### src/hw/brc_pkg.sv
// Shared constants and carrier types of the BCD clock/calendar core
package brc_pkg;
	localparam int OSC_HZ = 32768;
	localparam int RAM_WORDS = 96;

	localparam logic [6:0] A_SEC = 7'h00;
	localparam logic [6:0] A_HOUR = 7'h02;
	localparam logic [6:0] A_YEAR = 7'h06;
	localparam logic [6:0] A_AL0 = 7'h07;
	localparam logic [6:0] A_AL1_END = 7'h0E;
	localparam logic [6:0] A_CTRL = 7'h0F;
	localparam logic [6:0] A_STAT = 7'h10;
	localparam logic [6:0] A_TRKL = 7'h11;
	localparam logic [6:0] A_CLK_BEG = 7'h00;
	localparam logic [6:0] A_CLK_END = 7'h1F;
	localparam logic [6:0] A_RAM_BEG = 7'h20;
	localparam logic [6:0] A_RAM_END = 7'h7F;
	localparam logic [6:0] A_MIN = 7'h01;
	localparam logic [6:0] A_WDAY = 7'h03;
	localparam logic [6:0] A_DATE = 7'h04;
	localparam logic [6:0] A_MONTH = 7'h05;

	localparam int WR_BIT = 7;
	localparam int HR_12 = 6;
	localparam int HR_PM = 5;
	localparam int MON_CEN = 7;
	localparam int MASK_BIT = 7;
	localparam int CTL_ROUTE = 2;
	localparam int CTL_IE1 = 1;
	localparam int CTL_IE0 = 0;

	localparam logic [7:0] CTRL_RST = 8'h80;
	localparam logic [7:0] BCD_ZERO = 8'h00;
	localparam logic [7:0] BCD_ONE = 8'h01;
	localparam logic [7:0] BCD_59 = 8'h59;
	localparam logic [7:0] HR24_MAX = 8'h23;
	localparam logic [7:0] HR12_MAX = 8'h12;
	localparam logic [4:0] HR12_PRE = 5'h11;
	localparam logic [7:0] WDAY_MAX = 8'h07;
	localparam logic [7:0] MON_MAX = 8'h12;
	localparam logic [4:0] MON_FEB = 5'h02;
	localparam logic [7:0] YEAR_MAX = 8'h99;
	localparam logic [7:0] DAYS_28 = 8'h28;
	localparam logic [7:0] DAYS_29 = 8'h29;
	localparam logic [7:0] DAYS_30 = 8'h30;
	localparam logic [7:0] DAYS_31 = 8'h31;

	localparam logic [7:0] WM_TIME = 8'h7F;
	localparam logic [7:0] WM_WDAY = 8'h07;
	localparam logic [7:0] WM_DATE = 8'h3F;
	localparam logic [7:0] WM_MONTH = 8'h9F;
	localparam logic [7:0] WM_STAT = 8'h03;
	localparam logic [7:0] WM_ALL = 8'hFF;

	// Field order matches the address order, seconds in the low byte
	typedef struct packed {
		logic [7:0] year;
		logic [7:0] month;
		logic [7:0] date;
		logic [7:0] wday;
		logic [7:0] hour;
		logic [7:0] min;
		logic [7:0] sec;
	} brc_time_t;

	typedef struct packed {
		logic [7:0] wday;
		logic [7:0] hour;
		logic [7:0] min;
		logic [7:0] sec;
	} brc_alarm_t;

	localparam brc_time_t TIME_POR = '{year: 8'h00, month: 8'h01, date: 8'h01, wday: 8'h01,
		hour: 8'h00, min: 8'h00, sec: 8'h00};
endpackage

### src/hw/brc_sync2.sv
// Two-stage synchroniser for pins from outside the clk_sys domain
`timescale 1ns/100ps
`default_nettype none
module brc_sync2 #(
	parameter int WIDTH = 1
) (
	input wire logic clk_sys,
	input wire logic rst,
	input wire logic [WIDTH-1:0] d,
	output logic [WIDTH-1:0] q
);
	logic [WIDTH-1:0] meta_ff;

	if (WIDTH < 1) begin : g_chk
		$error("WIDTH must be at least 1");
	end

	always_ff @(posedge clk_sys or posedge rst) begin
		if (rst) begin
			meta_ff <= '0;
			q <= '0;
		end else begin
			meta_ff <= d;
			q <= meta_ff;
		end
	end
endmodule
`default_nettype wire

### src/hw/brc_alarm_match.sv
// Masked compare of the running time against one alarm
`timescale 1ns/100ps
`default_nettype none
module brc_alarm_match (
	input wire brc_pkg::brc_time_t tm,
	input wire brc_pkg::brc_alarm_t al,
	output logic hit
);
	// Mask set means the field is ignored
	assign hit = (al.sec[brc_pkg::MASK_BIT] | (al.sec[6:0] == tm.sec[6:0]))
		& (al.min[brc_pkg::MASK_BIT] | (al.min[6:0] == tm.min[6:0]))
		& (al.hour[brc_pkg::MASK_BIT] | (al.hour[6:0] == tm.hour[6:0]))
		& (al.wday[brc_pkg::MASK_BIT] | (al.wday[2:0] == tm.wday[2:0]));
endmodule
`default_nettype wire

### src/hw/brc_rtc_core.sv
// BCD clock/calendar with serial register access, shadow reads and two alarms
`timescale 1ns/100ps
`default_nettype none
module brc_rtc_core #(
	parameter int PRESCALE = brc_pkg::OSC_HZ
) (
	input wire logic clk_sys,
	input wire logic rst,
	input wire logic ce,
	input wire logic sclk,
	input wire logic sdi,
	input wire logic x1,
	input wire logic below_power_fail_threshold,
	output logic sdo,
	output logic sdo_oe,
	output logic irq_out_first_n,
	output logic irq_out_first_oe,
	output logic irq_out_second_n,
	output logic irq_out_second_oe
);
	localparam int DW = $clog2(PRESCALE);

	typedef enum logic [1:0] {PH_ADDR, PH_WR, PH_RD} brc_phase_t;

	if (PRESCALE < 2) begin : g_chk
		$error("PRESCALE must be at least 2");
	end

	////////////////////////////////////////////////////////////////////////////////
	// Helpers

	function automatic logic [8:0] bcd_step(input logic [7:0] v, input logic [7:0] top,
		input logic [7:0] low);
		if (v == top) begin
			return {1'b1, low};
		end
		if (v[3:0] == 4'h9) begin
			return {1'b0, v[7:4] + 4'h1, 4'h0};
		end
		return {1'b0, v + 8'h01};
	endfunction

	function automatic logic [7:0] last_day(input logic [7:0] m, input logic [7:0] y);
		logic leap;
		// Every fourth year is leap, good through 2099
		leap = y[4] ? (y[3:0] == 4'h2 || y[3:0] == 4'h6) :
			(y[3:0] == 4'h0 || y[3:0] == 4'h4 || y[3:0] == 4'h8);
		case (m[4:0])
			brc_pkg::MON_FEB: return leap ? brc_pkg::DAYS_29 : brc_pkg::DAYS_28;
			5'h04, 5'h06, 5'h09, 5'h11: return brc_pkg::DAYS_30;
			default: return brc_pkg::DAYS_31;
		endcase
	endfunction

	function automatic brc_pkg::brc_time_t next_time(input brc_pkg::brc_time_t t);
		brc_pkg::brc_time_t n;
		logic [8:0] st;
		logic c;
		n = t;
		st = bcd_step(t.sec, brc_pkg::BCD_59, brc_pkg::BCD_ZERO);
		n.sec = st[7:0];
		c = st[8];
		if (c) begin
			st = bcd_step(t.min, brc_pkg::BCD_59, brc_pkg::BCD_ZERO);
			n.min = st[7:0];
			c = st[8];
		end
		if (c) begin
			if (t.hour[brc_pkg::HR_12]) begin
				st = bcd_step({3'b000, t.hour[4:0]}, brc_pkg::HR12_MAX, brc_pkg::BCD_ONE);
				n.hour[4:0] = st[4:0];
				if (t.hour[4:0] == brc_pkg::HR12_PRE) begin
					n.hour[brc_pkg::HR_PM] = ~t.hour[brc_pkg::HR_PM];
				end
				c = (t.hour[4:0] == brc_pkg::HR12_PRE) & t.hour[brc_pkg::HR_PM];
			end else begin
				// Bit 5 is simply the twenties digit here
				st = bcd_step({2'b00, t.hour[5:0]}, brc_pkg::HR24_MAX, brc_pkg::BCD_ZERO);
				n.hour[5:0] = st[5:0];
				c = st[8];
			end
		end
		if (c) begin
			st = bcd_step(t.wday, brc_pkg::WDAY_MAX, brc_pkg::BCD_ONE);
			n.wday = st[7:0];
			st = bcd_step(t.date, last_day(t.month, t.year), brc_pkg::BCD_ONE);
			n.date = st[7:0];
			c = st[8];
		end
		if (c) begin
			st = bcd_step({3'b000, t.month[4:0]}, brc_pkg::MON_MAX, brc_pkg::BCD_ONE);
			n.month[4:0] = st[4:0];
			c = st[8];
		end
		if (c) begin
			st = bcd_step(t.year, brc_pkg::YEAR_MAX, brc_pkg::BCD_ZERO);
			n.year = st[7:0];
			if (st[8]) begin
				n.month[brc_pkg::MON_CEN] = ~t.month[brc_pkg::MON_CEN];
			end
		end
		return n;
	endfunction

	function automatic logic [6:0] ptr_step(input logic [6:0] p);
		if (p == brc_pkg::A_CLK_END) begin
			return brc_pkg::A_CLK_BEG;
		end
		if (p == brc_pkg::A_RAM_END) begin
			return brc_pkg::A_RAM_BEG;
		end
		return p + 7'h01;
	endfunction

	function automatic logic [7:0] wmask(input logic [6:0] a);
		case (a)
			brc_pkg::A_SEC, brc_pkg::A_MIN, brc_pkg::A_HOUR: return brc_pkg::WM_TIME;
			brc_pkg::A_WDAY: return brc_pkg::WM_WDAY;
			brc_pkg::A_DATE: return brc_pkg::WM_DATE;
			brc_pkg::A_MONTH: return brc_pkg::WM_MONTH;
			brc_pkg::A_STAT: return brc_pkg::WM_STAT;
			default: return brc_pkg::WM_ALL;
		endcase
	endfunction

	logic pf_s;

	// Power-fail shuts out the clock register space only; user RAM stays open
	function automatic logic blocked(input logic [6:0] a);
		return pf_s & (a < brc_pkg::A_RAM_BEG);
	endfunction

	////////////////////////////////////////////////////////////////////////////////
	// Pin sampling

	logic [4:0] pin_s;
	logic ce_s, sclk_s, sdi_s, x1_s;
	logic ce_d_ff, sclk_d_ff, x1_d_ff;
	logic ce_rise, sclk_rise, sclk_fall, x1_rise;

	brc_sync2 #(.WIDTH(5)) u_sync (
		.clk_sys(clk_sys),
		.rst(rst),
		.d({ce, sclk, sdi, x1, below_power_fail_threshold}),
		.q(pin_s)
	);

	assign {ce_s, sclk_s, sdi_s, x1_s, pf_s} = pin_s;

	always_ff @(posedge clk_sys or posedge rst) begin
		if (rst) begin
			ce_d_ff <= 1'b0;
			sclk_d_ff <= 1'b0;
			x1_d_ff <= 1'b0;
		end else begin
			ce_d_ff <= ce_s;
			sclk_d_ff <= sclk_s;
			x1_d_ff <= x1_s;
		end
	end

	assign ce_rise = ce_s & ~ce_d_ff;
	assign sclk_rise = sclk_s & ~sclk_d_ff;
	assign sclk_fall = ~sclk_s & sclk_d_ff;
	assign x1_rise = x1_s & ~x1_d_ff;

	////////////////////////////////////////////////////////////////////////////////
	// Serial framing

	brc_phase_t ph_ff;
	logic [2:0] bit_ff;
	logic [6:0] sh_ff, ptr_ff, rd_addr;
	logic [7:0] rx_byte, rd_data;
	logic byte_done, wrap_clk, rd_go, wr_en, sec_wr;

	assign rx_byte = {sh_ff, sdi_s};
	assign byte_done = ce_s & sclk_rise & (bit_ff == 3'h7);
	assign wrap_clk = byte_done & (ph_ff != PH_ADDR) & (ptr_ff == brc_pkg::A_CLK_END);
	assign rd_addr = (ph_ff == PH_ADDR) ? rx_byte[6:0] : ptr_step(ptr_ff);
	assign rd_go = (ph_ff == PH_ADDR) ? ~rx_byte[brc_pkg::WR_BIT] : (ph_ff == PH_RD);
	assign wr_en = byte_done & (ph_ff == PH_WR) & ~blocked(ptr_ff);
	assign sec_wr = wr_en & (ptr_ff == brc_pkg::A_SEC);

	always_ff @(posedge clk_sys or posedge rst) begin
		if (rst) begin
			ph_ff <= PH_ADDR;
			bit_ff <= '0;
			sh_ff <= '0;
			ptr_ff <= '0;
		end else if (!ce_s) begin
			ph_ff <= PH_ADDR;
			bit_ff <= '0;
		end else if (sclk_rise) begin
			bit_ff <= bit_ff + 3'h1;
			sh_ff <= rx_byte[6:0];
			if (bit_ff == 3'h7) begin
				if (ph_ff == PH_ADDR) begin
					ptr_ff <= rx_byte[6:0];
					ph_ff <= rx_byte[brc_pkg::WR_BIT] ? PH_WR : PH_RD;
				end else begin
					// Burst continues for as long as select stays high
					ptr_ff <= ptr_step(ptr_ff);
				end
			end
		end
	end

	////////////////////////////////////////////////////////////////////////////////
	// Prescaler and time counters

	logic [DW-1:0] div_ff;
	logic tick, tick_d_ff;
	brc_pkg::brc_time_t time_ff, snap_ff, time_inc;

	assign tick = x1_rise & (div_ff == DW'(PRESCALE - 1));
	assign time_inc = next_time(time_ff);

	// Writing seconds restarts the second so the new value lasts a full second
	always_ff @(posedge clk_sys or posedge rst) begin
		if (rst) begin
			div_ff <= '0;
			tick_d_ff <= 1'b0;
		end else begin
			tick_d_ff <= tick;
			if (sec_wr) begin
				div_ff <= '0;
			end else if (x1_rise) begin
				div_ff <= tick ? '0 : div_ff + 1'b1;
			end
		end
	end

	always_ff @(posedge clk_sys or posedge rst) begin
		if (rst) begin
			time_ff <= brc_pkg::TIME_POR;
		end else if (wr_en && ptr_ff <= brc_pkg::A_YEAR) begin
			// Host writes win over a coinciding tick; values taken as BCD
			time_ff[{ptr_ff[2:0], 3'b000} +: 8] <= rx_byte & wmask(ptr_ff);
		end else if (tick) begin
			time_ff <= time_inc;
		end
	end

	// Reads come from this copy so a multi-byte read never tears
	always_ff @(posedge clk_sys or posedge rst) begin
		if (rst) begin
			snap_ff <= brc_pkg::TIME_POR;
		end else if (ce_rise || wrap_clk) begin
			snap_ff <= time_ff;
		end
	end

	////////////////////////////////////////////////////////////////////////////////
	// Alarm, control and RAM storage

	logic [7:0] al_ff [8];
	logic [7:0] ctrl_ff, trkl_ff;
	logic [7:0] ram_ff [brc_pkg::RAM_WORDS];

	always_ff @(posedge clk_sys or posedge rst) begin
		if (rst) begin
			// All-zero alarm never matches, since weekday 0 never occurs
			for (int i = 0; i < 8; i++) begin
				al_ff[i] <= '0;
			end
		end else if (wr_en && ptr_ff >= brc_pkg::A_AL0 && ptr_ff <= brc_pkg::A_AL1_END) begin
			al_ff[3'(ptr_ff - brc_pkg::A_AL0)] <= rx_byte;
		end
	end

	always_ff @(posedge clk_sys or posedge rst) begin
		if (rst) begin
			ctrl_ff <= brc_pkg::CTRL_RST;
			trkl_ff <= '0;
		end else if (wr_en && ptr_ff == brc_pkg::A_CTRL) begin
			ctrl_ff <= rx_byte;
		end else if (wr_en && ptr_ff == brc_pkg::A_TRKL) begin
			trkl_ff <= rx_byte;
		end
	end

	// No reset on user RAM, as a battery-backed store would not have one
	always_ff @(posedge clk_sys) begin
		if (wr_en && ptr_ff >= brc_pkg::A_RAM_BEG) begin
			ram_ff[7'(ptr_ff - brc_pkg::A_RAM_BEG)] <= rx_byte;
		end
	end

	////////////////////////////////////////////////////////////////////////////////
	// Alarm flags and interrupt pins

	logic [1:0] match, flag_ff, flag_clr, act;
	logic irq_first_ff, irq_second_ff;

	for (genvar g = 0; g < 2; g++) begin : g_al
		brc_alarm_match u_match (
			.tm(time_ff),
			.al({al_ff[4*g+3], al_ff[4*g+2], al_ff[4*g+1], al_ff[4*g]}),
			.hit(match[g])
		);
	end

	// Writing 0 clears a flag; a match in the same cycle still sets it
	assign flag_clr = {2{wr_en & (ptr_ff == brc_pkg::A_STAT)}} & ~rx_byte[1:0];
	assign act = flag_ff & {ctrl_ff[brc_pkg::CTL_IE1], ctrl_ff[brc_pkg::CTL_IE0]};

	always_ff @(posedge clk_sys or posedge rst) begin
		if (rst) begin
			flag_ff <= '0;
		end else begin
			flag_ff <= (flag_ff & ~flag_clr) | ({2{tick_d_ff}} & match);
		end
	end

	always_ff @(posedge clk_sys or posedge rst) begin
		if (rst) begin
			irq_first_ff <= 1'b1;
			irq_second_ff <= 1'b1;
		end else begin
			irq_first_ff <= ~(act[0] | (ctrl_ff[brc_pkg::CTL_ROUTE] & act[1]));
			irq_second_ff <= ~act[1];
		end
	end

	assign irq_out_first_n = irq_first_ff;
	assign irq_out_second_n = irq_second_ff;
	assign irq_out_first_oe = ~irq_first_ff;
	assign irq_out_second_oe = ~irq_second_ff;

	////////////////////////////////////////////////////////////////////////////////
	// Read data path

	brc_pkg::brc_time_t rd_time;
	logic tx_oe_ff, sdo_ff;
	logic [7:0] tx_ff;

	// On a wrap the fresh copy is not yet in the shadow, so take the live time
	assign rd_time = wrap_clk ? time_ff : snap_ff;

	always_comb begin
		rd_data = '0;
		if (rd_addr >= brc_pkg::A_RAM_BEG) begin
			rd_data = ram_ff[7'(rd_addr - brc_pkg::A_RAM_BEG)];
		end else if (rd_addr <= brc_pkg::A_YEAR) begin
			rd_data = rd_time[{rd_addr[2:0], 3'b000} +: 8];
		end else if (rd_addr <= brc_pkg::A_AL1_END) begin
			rd_data = al_ff[3'(rd_addr - brc_pkg::A_AL0)];
		end else if (rd_addr == brc_pkg::A_CTRL) begin
			rd_data = ctrl_ff;
		end else if (rd_addr == brc_pkg::A_STAT) begin
			rd_data = {6'h00, flag_ff};
		end else if (rd_addr == brc_pkg::A_TRKL) begin
			rd_data = trkl_ff;
		end
	end

	always_ff @(posedge clk_sys or posedge rst) begin
		if (rst) begin
			tx_ff <= '0;
			tx_oe_ff <= 1'b0;
			sdo_ff <= 1'b0;
		end else begin
			if (byte_done) begin
				tx_ff <= rd_data;
			end
			if (!ce_s) begin
				tx_oe_ff <= 1'b0;
			end else if (byte_done) begin
				tx_oe_ff <= rd_go & ~blocked(rd_addr);
			end
			if (sclk_fall) begin
				sdo_ff <= tx_ff[3'h7 - bit_ff];
			end
		end
	end

	assign sdo = sdo_ff;
	assign sdo_oe = tx_oe_ff;

	////////////////////////////////////////////////////////////////////////////////
	// Checks

	logic eod_tick;
	assign eod_tick = tick & ~wr_en & (time_ff.sec == brc_pkg::BCD_59) & (time_ff.min == brc_pkg::BCD_59);
endmodule
`default_nettype wire

### config.mk
export PLATFORM = sky130hd
export DESIGN_NAME = brc_rtc_core
export DESIGN_NICKNAME = d
export VERILOG_FILES = /design/src/hw/brc_pkg.sv /design/src/hw/brc_sync2.sv /design/src/hw/brc_alarm_match.sv /design/src/hw/brc_rtc_core.sv
export SDC_FILE = /design/constraint.sdc
export NUM_CORES = 2
export LEC_CHECK = 0
export BUFFER_PORTS_ARGS = -buffer_cell sky130_fd_sc_hd__buf_2
export CAP_MARGIN = 10
export CORE_MARGIN = 8
export CORE_UTILIZATION = 45
export CTS_BUF_LIST = sky130_fd_sc_hd__clkbuf_8
export CTS_CLUSTER_DIAMETER = 150
export DETAILED_ROUTE_END_ITERATION = 16
export GPL_ROUTABILITY_DRIVEN = 0
export PLACE_DENSITY = 0.72
export SETUP_SLACK_MARGIN = 0.5
export SKIP_CTS_REPAIR_TIMING = 1
export SYNTH_ARGS = -nofsm -noshare
export SYNTH_HDL_FRONTEND = slang
export SYNTH_HIERARCHICAL = 1
export SYNTH_SLANG_ARGS = --single-unit
### constraint.sdc
create_clock -name clk_sys -period 11.25 [get_ports clk_sys]
set_input_delay 1.6875 -clock clk_sys [delete_from_list [all_inputs] [get_ports clk_sys]]
set_output_delay 1.6875 -clock clk_sys [all_outputs]
set_load 0.01 [all_outputs]
==> metrics.md <==
| Metric | Value |
|---|---|
| Total number of placement rows | `116` |
| Cell Int Power | `6.304 mW` |
| Aggregate global routing overflow | `0` |
| Fraction of registers with async set or reset after synthesis | `24.85%` |
| Number of cells produced by synthesis | `3582` |
| Max-slew violations | `0` |
| Antenna viol nets, final | `0` |
| Instance count after placement with tap cells included | `4731` |
| Area of the die | `111300 um^2` |
| Sequential cell area | `29460 um^2` |
| Number of global-route vias before repair | `30750` |
| Length of the first detailed-routing pass in iterations | `8` |
| # H-tree levels | `4` |
| Largest net degree at the start of global routing | `138` |
| Fillers | `8479` |
| Multi-input gate area | `14780 um^2` |
| Non-filler instance count after layout | `5033` |
| Combinational power share | `18.8%` |
| Commonest non-fill, non-tap cells in the layout | `768 x sky130_fd_sc_hd__edfxtp_1, 526 x sky130_fd_sc_hd__nand2_1, 237 x sky130_fd_sc_hd__dfrtp_1` |
| Utilization after layout | `49.75%` |
| Critical Path Fanout Max | `117` |
| Antenna violations before repair | `7` |
| Num CTS Buffers | `164` |
| Standby leakage power | `18.37 nW` |
| Final worst path period share | `56.63%` |
| Final setup violation count | `0` |
| Worst slew pin tran | `1.236 ns` |
| Final worst-path setup slack | `4.879 ns` |
| Clock input transition at the sequential cells of the worst setup and hold paths | `0.07 ns` |
| Post-Synthesis Net Count | `3623` |
| Detail-routed via count per cell | `6.383` |
| DIE HEIGHT | `333.6 um` |
| Path class of the lowest-slack min-delay path | `reg -> reg` |
| Overall Global Routing Usage | `23.54%` |
| DR DRC count | `0` |
| Placement Setup Slack | `5.127 ns` |
| Minimum period implied by the final worst setup slack | `6.371 ns` |
| Most frequent standard cell in the layout excluding fill and tap cells | `sky130_fd_sc_hd__edfxtp_1` |
| Longest Clk Path Bufs | `3` |
| Clock group share of total power | `32.7%` |
| Predominant post-synthesis flop cell | `sky130_fd_sc_hd__edfxtp_1` |
| Sort of element at the start of the critical path | `flop` |
| Clock tree from TritonCTS | `built` |
| NumNets Final | `3641` |
| Violation count after the first detailed-route iteration | `4902` |
| Synth warnings | `6` |
| Setup repair after global routing missed its margin | `false` |
| Worst skew pair latency | `0.86 ns` |
| WP data required | `11.95 ns` |
| Number of top-level pins | `13` |
| Net Switching | `3.016 mW` |
| Die X | `333.6 um` |
| Count of input and output buffers | `12` |
| Cell Pwr Density | `187.3 nW/um^2` |
| Overall power | `9.319 mW` |
| F_max | `157.0 MHz` |
| Type of the setup path with the least slack | `reg -> reg` |
| Vias post-DR | `32130` |
| Initial core utilization | `45.38%` |
| Peak supply drop | `0.1051 mV` |
| Root Buffer | `sky130_fd_sc_hd__clkbuf_8` |
| Sequential fraction of design power | `48.5%` |
| Core ar. | `100000 um^2` |
| Synth Area per Inst | `12.67 um^2` |
| Clock skew | `0.06525 ns` |
| Post-synth EDFFs | `768` |
| Cell Area, Placed | `46630 um^2` |
| CTS Sinks | `1022` |
| Type of element capturing the critical path | `flop` |
| Cell area after layout | `49750 um^2` |
| DR WL/cell | `26.80 um` |
| Arrival time at the worst endpoint | `7.07 ns` |
| Worst slew slack as a fraction of its limit | `15.48%` |
| Maxcap violations | `0` |
| Setup TNS | `0 ns` |
| Wire length of the first global-routing pass | `199400 um` |
| Outcome | `completed` |
| Sequential cell area fraction in the yosys report | `64.85%` |
| Post-synth design cell area | `45380 um^2` |
| Sum of routed wire length over all layers | `134900 um` |
| DP Wirelength | `82370 um` |
| Final hold slack | `0.3503 ns` |
| Area growth from synthesis to layout | `9.637%` |
| Total of flip-flops plus latches after synthesis | `1022` |
| Number of different library cells in the post-synthesis netlist | `101` |
| Fraction of layout instances using a drive strength above 1 | `13.65%` |
| Switching portion of total power | `32.36%` |
| Final hold viol count | `0` |
## registers in the layout (all words and copies together), names as in the netlist
name / count
al_ff: 64
bit_ff: 3
ce_d_ff: 1
ctrl_ff: 8
div_ff: 15
flag_ff: 2
irq_out_first_n: 1
irq_out_second_n: 1
ph_ff: 2
ptr_ff: 7
ram_ff: 768
sclk_d_ff: 1
sdo: 1
sdo_oe: 1
sh_ff: 7
snap_ff: 56
tick_d_ff: 1
time_ff: 56
trkl_ff: 8
tx_ff: 8
u_sync/meta_ff: 5
u_sync/q: 5
x1_d_ff: 1
## cell families after synthesis
kind of cell,count (synthesis),synth area share (%)
muxes,286,7.188
buffers and inverters,270,2.815
adders and majority gates,34,0.9375
xor gates and xnor gates,76,1.566
DFF,1022,64.85
and+or+nand+nor,1165,11.82
AOI/OAI and AO/OA,729,10.82
## per-layer routing
| metal | GRT usage (%) | share of wire, % | wire [um] | up-vias |
|---|---|---|---|---|
| li1 | - | - | - | 13570 |
| met1 | 31.37 | 38 | 50800 | 15890 |
| met2 | 34.83 | 44 | 59640 | 2224 |
| met3 | 7.422 | 13 | 17900 | 434 |
| met4 | 11.27 | 4.7 | 6394 | 6 |
| met5 | 0.9983 | 0.13 | 178 | - |
## power by group through the flow
stage	clock network, mW	registers (mW)	logic (mW)
after floorplan	0	4.61	0.842
after global placement	0	4.58	1.64
after detailed placement	0	4.59	1.66
after CTS	3.07	4.51	1.67
after global routing	3.24	4.52	1.79
final	3.05	4.52	1.75
## area by class of cell
| cell class | instances | share of cell area, % |
|---|---|---|
| repair buffers | 80 | 1.172 |
| inverters | 42 | 0.3722 |
| diodes | 5 | 0.02515 |
| clock inverters | 119 | 1.345 |
| flip-flops and latches | 1022 | 59.21 |
| multi-input cells | 2290 | 29.71 |
| clock buffers | 177 | 4.897 |
| well taps | 1298 | 3.264 |
## cells in the mapped netlist (16+ instances only)
| cell type | number | area, um^2 |
|---|---|---|
| sky130_fd_sc_hd__a221oi_1 | 20 | 175.2 |
| sky130_fd_sc_hd__and2_1 | 16 | 100.1 |
| sky130_fd_sc_hd__mux2_2 | 139 | 1565 |
| sky130_fd_sc_hd__a32oi_1 | 24 | 210.2 |
| sky130_fd_sc_hd__mux4_2 | 17 | 382.9 |
| sky130_fd_sc_hd__a311oi_1 | 19 | 166.4 |
| sky130_fd_sc_hd__o21ai_0 | 123 | 615.6 |
| sky130_fd_sc_hd__dfrtp_1 | 245 | 6131 |
| sky130_fd_sc_hd__nor4_1 | 33 | 206.5 |
| sky130_fd_sc_hd__buf_2 | 83 | 415.4 |
| sky130_fd_sc_hd__ha_1 | 34 | 425.4 |
| sky130_fd_sc_hd__nand4_1 | 28 | 175.2 |
| sky130_fd_sc_hd__xnor2_1 | 35 | 306.5 |
| sky130_fd_sc_hd__nand2_1 | 527 | 1978 |
| sky130_fd_sc_hd__and3_1 | 78 | 488.0 |
| sky130_fd_sc_hd__a211oi_1 | 92 | 690.7 |
| sky130_fd_sc_hd__clkbuf_1 | 109 | 409.1 |
| sky130_fd_sc_hd__nor2_1 | 213 | 799.5 |
| sky130_fd_sc_hd__nor2b_1 | 27 | 168.9 |
| sky130_fd_sc_hd__inv_1 | 41 | 153.9 |
| sky130_fd_sc_hd__a2111oi_0 | 24 | 210.2 |
| sky130_fd_sc_hd__nor3_1 | 47 | 235.2 |
| sky130_fd_sc_hd__a31oi_1 | 59 | 369.1 |
| sky130_fd_sc_hd__xor2_1 | 38 | 332.8 |
| sky130_fd_sc_hd__a21oi_1 | 172 | 860.8 |
| sky130_fd_sc_hd__edfxtp_1 | 768 | 23060 |
| sky130_fd_sc_hd__o211ai_1 | 24 | 180.2 |
| sky130_fd_sc_hd__nand3_1 | 120 | 600.6 |
| sky130_fd_sc_hd__mux2i_1 | 129 | 1291 |
| sky130_fd_sc_hd__o22ai_1 | 46 | 287.8 |
## final timing paths
| path | startpoint | end | slack, ns | cells after the start |
|---|---|---|---|---|
| worst max register to register | ptr_ff[0] | tx_ff[6] | 4.88 | 12 |
| max in group asynchronous | rst | al_ff[58] | 8.91 | 3 |
| worst min register to register | u_sync/meta_ff[4] | u_sync/q[4] | 0.35 | 0 |
| min in group asynchronous | rst | u_sync/meta_ff[1] | 0.87 | 2 |
| worst max-delay path | ptr_ff[0] | tx_ff[6] | 4.88 | 12 |
| worst min-delay path | u_sync/meta_ff[4] | u_sync/q[4] | 0.35 | 0 |
## worst max-delay path, cell delays in order (launching register included)
cell	delay, ns
sky130_fd_sc_hd__dfrtp_1	0.65
sky130_fd_sc_hd__ha_1	0.55
sky130_fd_sc_hd__nand4_4	0.22
sky130_fd_sc_hd__o21ai_2	0.71
sky130_fd_sc_hd__nand2_8	0.48
sky130_fd_sc_hd__clkinv_8	0.58
sky130_fd_sc_hd__buf_4	0.89
sky130_fd_sc_hd__nand3_1	0.23
sky130_fd_sc_hd__o21ai_2	0.52
sky130_fd_sc_hd__nand2_1	0.27
sky130_fd_sc_hd__a221oi_1	0.50
sky130_fd_sc_hd__o211ai_1	0.29
sky130_fd_sc_hd__o221a_2	0.20
Note: power is estimated with default switching activity, not from simulation.
